===== src/dmx_move_map.vh =====
// constants for the data-move instruction executor
`ifndef DMX_MOVE_MAP_VH
`define DMX_MOVE_MAP_VH

`define DMX_WORD_W       14
`define DMX_MEM_AW       8
`define DMX_MEM_DEPTH    256

`define DMX_OP_NOP       14'h0000
`define DMX_OP_RESET     14'h0001
`define DMX_OP_OPTION    14'h0002
`define DMX_MASK_BANK    14'h3FE0
`define DMX_PAT_BANK     14'h0020
`define DMX_MASK_STWF    14'h3F80
`define DMX_PAT_STWF     14'h0080
`define DMX_MASK_PCLAT   14'h3F80
`define DMX_PAT_PCLAT    14'h3180
`define DMX_MASK_LDWL    14'h3F00
`define DMX_PAT_LDWL     14'h3000
`define DMX_MASK_IMODE   14'h3FF8
`define DMX_PAT_ILDM     14'h0010
`define DMX_PAT_ISTM     14'h0018
`define DMX_MASK_IREL    14'h3F80
`define DMX_PAT_ILDK     14'h3F00
`define DMX_PAT_ISTK     14'h3F80

`define DMX_MODE_PREINC  2'h0
`define DMX_MODE_PREDEC  2'h1
`define DMX_MODE_POSTINC 2'h2
`define DMX_MODE_POSTDEC 2'h3

`define DMX_WIN0_ADDR    7'h00
`define DMX_WIN1_ADDR    7'h01

`define DMX_REG_WORK     4'h0
`define DMX_REG_BANK     4'h1
`define DMX_REG_PCLAT    4'h2
`define DMX_REG_OPTION   4'h3
`define DMX_REG_PTR0L    4'h4
`define DMX_REG_PTR0H    4'h5
`define DMX_REG_PTR1L    4'h6
`define DMX_REG_PTR1H    4'h7
`define DMX_REG_STATUS   4'h8
`define DMX_REG_PWRCTL   4'h9

`define DMX_STATUS_ZERO  0
`define DMX_PWRCTL_NRI   0

`define DMX_RST_WORK     8'h00
`define DMX_RST_BANK     5'h00
`define DMX_RST_PCLAT    7'h00
`define DMX_RST_OPTION   8'hFF
`define DMX_RST_PTR      16'h0000

`endif


===== src/dmx_ptr_unit.v =====
// effective address and pointer update for indirect moves
`timescale 1ns/10ps
`default_nettype none
`include "dmx_move_map.vh"

module dmx_ptr_unit (
  input  wire [15:0] ptrIn,
  input  wire        relMode,
  input  wire [1:0]  ptrMode,
  input  wire [5:0]  relOffset,
  output reg  [15:0] effAddr,
  output reg  [15:0] ptrNext
);

  wire [15:0] offExt;
  wire [15:0] ptrInc;
  wire [15:0] ptrDec;

  assign offExt = {{10{relOffset[5]}}, relOffset};
  assign ptrInc = ptrIn + 16'h0001;
  assign ptrDec = ptrIn - 16'h0001;

  always @* begin
    effAddr = ptrIn;
    ptrNext = ptrIn;
    if (relMode) begin
      effAddr = ptrIn + offExt;
      ptrNext = ptrIn;
    end else begin
      case (ptrMode)
        `DMX_MODE_PREINC: begin
          effAddr = ptrInc;
          ptrNext = ptrInc;
        end
        `DMX_MODE_PREDEC: begin
          effAddr = ptrDec;
          ptrNext = ptrDec;
        end
        `DMX_MODE_POSTINC: begin
          effAddr = ptrIn;
          ptrNext = ptrInc;
        end
        `DMX_MODE_POSTDEC: begin
          effAddr = ptrIn;
          ptrNext = ptrDec;
        end
        default: begin
          effAddr = ptrIn;
          ptrNext = ptrIn;
        end
      endcase
    end
  end

endmodule
`default_nettype wire


===== src/dmx_move_exec.v =====
// data-move and control instruction executor
//
// Local design decisions: the strobed register port and the register offsets.
`timescale 1ns/10ps
`default_nettype none
`include "dmx_move_map.vh"

module dmx_move_exec (
  input  wire                   clk,
  input  wire                   nrst,
  input  wire                   instrValid,
  input  wire [`DMX_WORD_W-1:0] instrWord,
  output wire                   instrReady,
  input  wire [3:0]             regAddr,
  input  wire [7:0]             regWrData,
  input  wire                   regWr,
  input  wire                   regRd,
  output reg  [7:0]             regRdData,
  output reg  [7:0]             workingReg,
  output reg  [4:0]             bankSelReg,
  output reg  [6:0]             pcHighLatch,
  output reg  [7:0]             optionReg,
  output wire [15:0]            indirectPtr0,
  output wire [15:0]            indirectPtr1,
  output reg                    zeroFlag,
  output reg                    resetInstrFlagN,
  output reg                    deviceResetReq
);

  reg  [7:0]              dataMem [0:`DMX_MEM_DEPTH-1];
  wire [31:0]             ptrFlat;
  wire                    fire;
  wire                    isReset;
  wire                    isOption;
  wire                    isBank;
  wire                    isStoreFile;
  wire                    isPcLatch;
  wire                    isLoadWork;
  wire                    isIstMode;
  wire                    isIldMode;
  wire                    isIstRel;
  wire                    isIldRel;
  wire                    isIndStore;
  wire                    isIndLoad;
  wire                    isIndirect;
  wire                    relForm;
  wire                    ptrSel;
  wire [15:0]             ptrCur;
  wire [15:0]             effAddr;
  wire [15:0]             ptrNext;
  wire [6:0]              fileAddr;
  wire [11:0]             directFull;
  wire                    toWin0;
  wire                    toWin1;
  reg  [15:0]             storeAddrFull;
  wire [`DMX_MEM_AW-1:0]  memWrAddr;
  wire [`DMX_MEM_AW-1:0]  memRdAddr;
  wire [7:0]              memRdData;
  wire                    memWe;
  reg  [7:0]              rdMux;

  assign fire        = instrValid & ~deviceResetReq;
  assign instrReady  = ~deviceResetReq;

  // decode
  assign isReset     = (instrWord == `DMX_OP_RESET);
  assign isOption    = (instrWord == `DMX_OP_OPTION);
  assign isBank      = ((instrWord & `DMX_MASK_BANK) == `DMX_PAT_BANK);
  assign isStoreFile = ((instrWord & `DMX_MASK_STWF) == `DMX_PAT_STWF);
  assign isPcLatch   = ((instrWord & `DMX_MASK_PCLAT) == `DMX_PAT_PCLAT);
  assign isLoadWork  = ((instrWord & `DMX_MASK_LDWL) == `DMX_PAT_LDWL);
  assign isIstMode   = ((instrWord & `DMX_MASK_IMODE) == `DMX_PAT_ISTM);
  assign isIldMode   = ((instrWord & `DMX_MASK_IMODE) == `DMX_PAT_ILDM);
  assign isIstRel    = ((instrWord & `DMX_MASK_IREL) == `DMX_PAT_ISTK);
  assign isIldRel    = ((instrWord & `DMX_MASK_IREL) == `DMX_PAT_ILDK);
  assign isIndStore  = isIstMode | isIstRel;
  assign isIndLoad   = isIldMode | isIldRel;
  assign isIndirect  = isIndStore | isIndLoad;
  assign relForm     = isIstRel | isIldRel;
  assign ptrSel      = relForm ? instrWord[6] : instrWord[2];

  assign indirectPtr0 = ptrFlat[15:0];
  assign indirectPtr1 = ptrFlat[31:16];
  assign ptrCur       = ptrSel ? indirectPtr1 : indirectPtr0;

  dmx_ptr_unit i_dmx_ptr_unit (
    .ptrIn     (ptrCur),
    .relMode   (relForm),
    .ptrMode   (instrWord[1:0]),
    .relOffset (instrWord[5:0]),
    .effAddr   (effAddr),
    .ptrNext   (ptrNext)
  );

  // addressing
  assign fileAddr   = instrWord[6:0];
  assign directFull = {bankSelReg, fileAddr};
  assign toWin0     = (fileAddr == `DMX_WIN0_ADDR);
  assign toWin1     = (fileAddr == `DMX_WIN1_ADDR);

  always @* begin
    storeAddrFull = {4'h0, directFull};
    if (isIndStore) begin
      storeAddrFull = effAddr;
    end else if (toWin0) begin
      storeAddrFull = indirectPtr0;
    end else if (toWin1) begin
      storeAddrFull = indirectPtr1;
    end
  end

  assign memWrAddr = storeAddrFull[`DMX_MEM_AW-1:0];
  assign memRdAddr = effAddr[`DMX_MEM_AW-1:0];
  assign memRdData = dataMem[memRdAddr];
  assign memWe     = fire & (isIndStore | isStoreFile);

  // file memory, no reset
  always @(posedge clk) begin
    if (memWe) begin
      dataMem[memWrAddr] <= workingReg;
    end
  end

  // pointers, one per channel
  genvar gi;
  generate
    for (gi = 0; gi < 2; gi = gi + 1) begin : gPtr
      reg  [15:0] ptr_r;
      wire        hit;
      wire [3:0]  loOff;
      wire [3:0]  hiOff;
      assign hit   = fire & isIndirect & ((gi == 1) ? ptrSel : ~ptrSel);
      assign loOff = (gi == 1) ? `DMX_REG_PTR1L : `DMX_REG_PTR0L;
      assign hiOff = (gi == 1) ? `DMX_REG_PTR1H : `DMX_REG_PTR0H;
      assign ptrFlat[16*gi +: 16] = ptr_r;
      always @(posedge clk or negedge nrst) begin
        if (!nrst) begin
          ptr_r <= `DMX_RST_PTR;
        end else if (deviceResetReq) begin
          ptr_r <= `DMX_RST_PTR;
        end else if (hit) begin
          ptr_r <= ptrNext;
        end else if (regWr && regAddr == loOff) begin
          ptr_r <= {ptr_r[15:8], regWrData};
        end else if (regWr && regAddr == hiOff) begin
          ptr_r <= {regWrData, ptr_r[7:0]};
        end
      end
    end
  endgenerate

  // core state
  always @(posedge clk or negedge nrst) begin
    if (!nrst) begin
      workingReg  <= `DMX_RST_WORK;
      bankSelReg  <= `DMX_RST_BANK;
      pcHighLatch <= `DMX_RST_PCLAT;
      optionReg   <= `DMX_RST_OPTION;
      zeroFlag    <= 1'h0;
    end else if (deviceResetReq) begin
      workingReg  <= `DMX_RST_WORK;
      bankSelReg  <= `DMX_RST_BANK;
      pcHighLatch <= `DMX_RST_PCLAT;
      optionReg   <= `DMX_RST_OPTION;
      zeroFlag    <= 1'h0;
    end else if (fire) begin
      if (isBank) begin
        bankSelReg <= instrWord[4:0];
      end
      if (isPcLatch) begin
        pcHighLatch <= instrWord[6:0];
      end
      if (isLoadWork) begin
        workingReg <= instrWord[7:0];
      end
      if (isOption) begin
        optionReg <= workingReg;
      end
      if (isIndLoad) begin
        workingReg <= memRdData;
        zeroFlag   <= (memRdData == 8'h00);
      end
    end
  end

  // software reset pulse and indicator
  always @(posedge clk or negedge nrst) begin
    if (!nrst) begin
      deviceResetReq  <= 1'h0;
      resetInstrFlagN <= 1'h1;
    end else begin
      deviceResetReq <= fire & isReset;
      if (fire && isReset) begin
        resetInstrFlagN <= 1'b0;
      end else if (regWr && regAddr == `DMX_REG_PWRCTL) begin
        resetInstrFlagN <= regWrData[`DMX_PWRCTL_NRI];
      end
    end
  end

  // register read port
  always @* begin
    rdMux = 8'h00;
    case (regAddr)
      `DMX_REG_WORK:   rdMux = workingReg;
      `DMX_REG_BANK:   rdMux = {3'h0, bankSelReg};
      `DMX_REG_PCLAT:  rdMux = {1'h0, pcHighLatch};
      `DMX_REG_OPTION: rdMux = optionReg;
      `DMX_REG_PTR0L:  rdMux = indirectPtr0[7:0];
      `DMX_REG_PTR0H:  rdMux = indirectPtr0[15:8];
      `DMX_REG_PTR1L:  rdMux = indirectPtr1[7:0];
      `DMX_REG_PTR1H:  rdMux = indirectPtr1[15:8];
      `DMX_REG_STATUS: rdMux = {7'h00, zeroFlag};
      `DMX_REG_PWRCTL: rdMux = {7'h00, resetInstrFlagN};
      default:         rdMux = 8'h00;
    endcase
  end

  always @(posedge clk or negedge nrst) begin
    if (!nrst) begin
      regRdData <= 8'h00;
    end else if (regRd) begin
      regRdData <= rdMux;
    end else begin
      regRdData <= 8'h00;
    end
  end

endmodule
`default_nettype wire


===== config.mk =====
export PLATFORM = sky130hd
export DESIGN_NAME = dmx_move_exec
export DESIGN_NICKNAME = d
export VERILOG_FILES = /design/src/dmx_ptr_unit.v /design/src/dmx_move_exec.v
export VERILOG_INCLUDE_DIRS = /design/src
export SDC_FILE = /design/constraint.sdc
export NUM_CORES = 2
export LEC_CHECK = 0
export BUFFER_PORTS_ARGS = -buffer_cell sky130_fd_sc_hd__buf_2
export CAP_MARGIN = 20
export CORE_MARGIN = 4
export CORE_UTILIZATION = 44
export DETAILED_ROUTE_END_ITERATION = 12
export PLACE_DENSITY = 0.68
export SLEW_MARGIN = 5
export SYNTH_ARGS = -nofsm -noshare
export SYNTH_HDL_FRONTEND = slang
export SYNTH_SLANG_ARGS = --single-unit

===== constraint.sdc =====
create_clock -name clk -period 6.3 [get_ports clk]
set_clock_uncertainty 0.2 [all_clocks]
set_input_delay 1.89 -clock clk [delete_from_list [all_inputs] [get_ports clk]]
set_output_delay 1.89 -clock clk [all_outputs]
set_load 0.005 [all_outputs]

==> impl_metrics.ini <==
[outcome]
status = completed

[power_and_ir_drop]
power_w = 0.0406
power_frac_clock_pct = 29.7
power_density_mw_per_mm2 = 375
seqPwrFrac_pct = 40.5
sw_frac_of_total_pct = 33.4
combPwrFrac_pct = 29.8
internal_power_w = 0.0270
switchingPower_w = 0.0136
ir_drop_uv = 332
power_leakage_nw = 38.8

[global_routing]
grt_overflow = 0
grt_max_degree = 163
grt_pass1_vias = 61500
grt_pass1_wl_mm = 428
grtUsageTotal_pct = 27.8
antenna_found_initial = 13

[finish]
final_cell_area_mm2 = 0.108
syn2layout_area_growth_pct = 22.0
nFillCells = 16100
final-instance-count-excl-fill = 10700
nets = 7896
layout-drive-gt1-share_pct = 21.9
final_util_pct = 54.1
multiInputGateArea_mm2 = 0.0252
ff_latch_area_mm2 = 0.0633

[logic_synthesis]
yosys-top-cells-area = edfxtp_1 69%, nand2_1 8.6%, nand3_1 4.5%, dfrtp_1 1.8%, buf_2 1.6%
yosys.area.top_type = edfxtp_1
synth_fa_ha_area_share_pct = 0.135
ys_warn_count = 0
synth_top_cell_area_share_pct = 69.4
netlist_area_mm2 = 0.0887
synth-edff-count = 2048
ys_seq_elements = 2119
synth_top_family_by_area = simple AND/OR/NAND/NOR gates
synthSimpleGateAreaFrac_pct = 17.2
ys_seq_area_share_pct = 71.4
yosysUniqueCellTypes = 95
synth-compound-area-share_pct = 6.24
synth.area.mux_share_pct = 2.09
avgSynthCellArea_um2 = 12.5
yosys_most_used_dff = edfxtp_1
synthArstFlopShare_pct = 3.35
syn_inst = 7110
synth-xor-area-share_pct = 0.216
syn_nets = 7150

[setup_path]
cpPeakStageDelay_ns = 0.71
cp_num_buf_inv = 5
arrival_ns = 6.80
cp_slowest_cell = a2111oi_1
setup.worst_path.end_class = flip-flop
crit_family = compound AO/OA/AOI/OAI gates
critical_path_required_ns = 6.87
crit_fanout = 10
startpoint_type = input port
path_cells = buf_2, and4_4, nand2_2, nand2_4, nand2_1, o21ai_2, ha_2, inv_1, fa_2, o21ai_2, o31a_2, buf_12, buf_4, and3_1, a2111oi_1, a311oi_1, o21ai_0, buf_4, a311oi_2, a41o_1, a2111o_1, nor4b_1, a32o_1
path_class = in -> reg

[clock_tree]
clockRootBuffer = clkbuf_16
numCtsBuffers = 206
cts.sinks = 2119
htree_levels = 4
holdBufCountCts = 0
cts.clk_slew.worst_paths_ns = 0.06
tritoncts = built
insertion_delay_ns = 0.88
cts_buffer_depth = 3

[placed_design]
gp_congestion = 1.00
placedInstanceArea_mm2 = 0.101
dp.cells = 10300
portBuffers = 102
dp_hpwl_mm = 194

[drt]
drt-wirelength-per-cell_um = 27.8
drt_iter0_markers = 10300
postRouteAntennaNets = 0
drc = 0
viasPerCell = 6.08
dr.pass1.iters = 8
num_vias = 65100
wl_mm = 297

[floorplan]
rows = 164
die_area_mm2 = 0.209
initial_utilization_pct = 44.3
ios = 103
die_w_um = 457
coreArea_mm2 = 0.200
die_h_um = 457

[timing]
fin_crit_sh_pct = 98.9
report.final.slew_viol_count = 0
clock.fmax_mhz = 160
finalSetupViolations = 0
tightest_slew_ns = 1.23
hold_viol = 0
period_needed_ns = 6.23
slew_headroom_pct = 18.2

[run]
maxCapViolations = 0

[hold_path]
hp-class = reg -> reg
## path summary, 6_finish.rpt
| check | start | endpoint | slack [ns] | cells after the start |
|---|---|---|---|---|
| min reg2reg | bankSelReg[4] | bankSelReg[4] | 0.37 | 2 |
| min | bankSelReg[4] | bankSelReg[4] | 0.37 | 2 |
| max in group asynchronous | nrst | workingReg[6] | 3.78 | 2 |
| max reg2reg | indirectPtr1[3] | zeroFlag | 0.91 | 19 |
| min in group asynchronous | nrst | regRdData[7] | 0.97 | 1 |
| max | instrWord[9] | zeroFlag | 0.07 | 23 |
## layout by cell type, fill, tap and decap left out, drive strengths merged, types with 12 or more instances in the layout
| master | instances |
|---|---|
| edfxtp | 2048 |
| nand2 | 2023 |
| buf | 1041 |
| nand3 | 792 |
| nor2 | 346 |
| clkbuf | 259 |
| and3 | 220 |
| a311oi | 159 |
| mux2i | 138 |
| a31oi | 109 |
| clkinv | 94 |
| o21ai | 86 |
| a21oi | 68 |
| dfrtp | 62 |
| a2111oi | 53 |
| a211oi | 30 |
| a22oi | 27 |
| inv | 27 |
| mux2 | 25 |
| o211ai | 24 |
| nor3 | 23 |
| o22ai | 21 |
| o311ai | 21 |
| nor4 | 19 |
| a22o | 18 |
| nand4 | 18 |
| a32oi | 18 |
| a32o | 17 |
| nor2b | 15 |
| xnor2 | 14 |
| bufinv | 13 |
| clkinvlp | 12 |
| and4 | 12 |
| and2 | 12 |
## cells by family (layout without fill, tap and decap cells)
| kind of cell | count (synthesis) | after routing |
|---|---|---|
| AND/OR/NAND/NOR | 3526 | 3526 |
| flip-flops | 2119 | 2119 |
| AO/OA/AOI/OAI | 738 | 738 |
| buffers and inverters | 526 | 1447 |
| multiplexers | 171 | 171 |
| XOR/XNOR | 21 | 21 |
| adder cells (fa/ha/maj) | 9 | 9 |
| other | 0 | 4 |
## cell usage after synthesis, drive strengths merged, types with 10 or more instances
| library cell | n |
|---|---|
| edfxtp | 2048 |
| nand2 | 2023 |
| nand3 | 792 |
| buf | 368 |
| nor2 | 346 |
| and3 | 220 |
| a311oi | 159 |
| clkbuf | 138 |
| mux2i | 138 |
| a31oi | 109 |
| o21ai | 86 |
| a21oi | 68 |
| dfrtp | 62 |
| a2111oi | 53 |
| a211oi | 30 |
| a22oi | 27 |
| mux2 | 25 |
| o211ai | 24 |
| nor3 | 23 |
| o22ai | 21 |
| o311ai | 21 |
| inv | 19 |
| nor4 | 19 |
| a22o | 18 |
| a32oi | 18 |
| nand4 | 18 |
| a32o | 17 |
| nor2b | 15 |
| xnor2 | 14 |
| and2 | 12 |
| and4 | 12 |
| nand2b | 11 |
| a21o | 10 |
| a221oi | 10 |
## state kept, by name, indices dropped and copies added (netlist names)
signal / flops
workingReg: 8
deviceResetReq: 1
bankSelReg: 5
regRdData: 8
indirectPtr1: 16
pcHighLatch: 7
resetInstrFlagN: 1
dataMem: 2048
optionReg: 8
zeroFlag: 1
indirectPtr0: 16
## worst register-to-register path: stages, from the launching register on
cell,delay (ns)
dfrtp_1,0.63
inv_1,0.19
a211oi_1,0.26
a311oi_2,0.12
buf_4,0.20
or4_4,0.51
buf_4,0.16
a21oi_4,0.19
buf_4,0.15
nor2_4,0.04
buf_12,0.16
buf_4,0.16
nor2_1,0.63
a221oi_1,0.23
buf_4,0.20
o2111ai_1,0.28
o211ai_1,0.21
a2111o_1,0.39
nor4b_1,0.15
a32o_1,0.24
## power groups by stage
stage | Combinational, W | Sequential (W) | Clock [W]
6_report | 0.0121 | 0.0164 | 0.0120
5_1_grt | 0.0126 | 0.0164 | 0.0127
4_1_cts | 0.0116 | 0.0164 | 0.0121
3_5_place_dp | 0.0114 | 0.0167 | 0
3_3_place_gp | 0.0113 | 0.0167 | 0
2_1_floorplan | 0.00530 | 0.0170 | 0
## routing by layer
layer  global-route usage, %  routed length, µm  vias to the layer above
li1                        -                  -                    27700
met1                    38.2             111000                    31900
met2                    41.4             131000                     4576
met3                    7.68              39500                      776
met4                    12.3              15400                       14
met5                       0                115                        -
## area by class of cell
| class | count | share of cell area, % |
|---|---|---|
| sequential | 2119 | 58.5 |
| multi-input combinational | 4465 | 23.3 |
| timing repair buffer | 1044 | 9.01 |
| clock buffer | 257 | 4.99 |
| tap | 2656 | 3.07 |
| clock inverter | 126 | 1.04 |
| inverter | 20 | 0.0694 |
| antenna | 4 | 0.00925 |
## repair_timing
item / CTS / global route
setup endpoints to repair: 8 / 9
gates cloned: 1 / 1
pin swaps: 3 / 19
buffers inserted: 4 / 13
gates resized for setup: 42 / 72
## per-stage QoR
step	hold slack (ns)	setup TNS, ns	setup WS, ns
2_1_floorplan	0.307	-184.44	-0.191
3_3_place_gp	0.341	-344.32	-1.40
3_5_place_dp	0.354	-366.11	-1.44
4_1_cts	0.367	-0.0683	-0.0649
5_1_grt	0.402	-0.0225	-0.0166
6_report	0.368	0	0.0679
No activity file was read; power rests on OpenSTA's default activity.
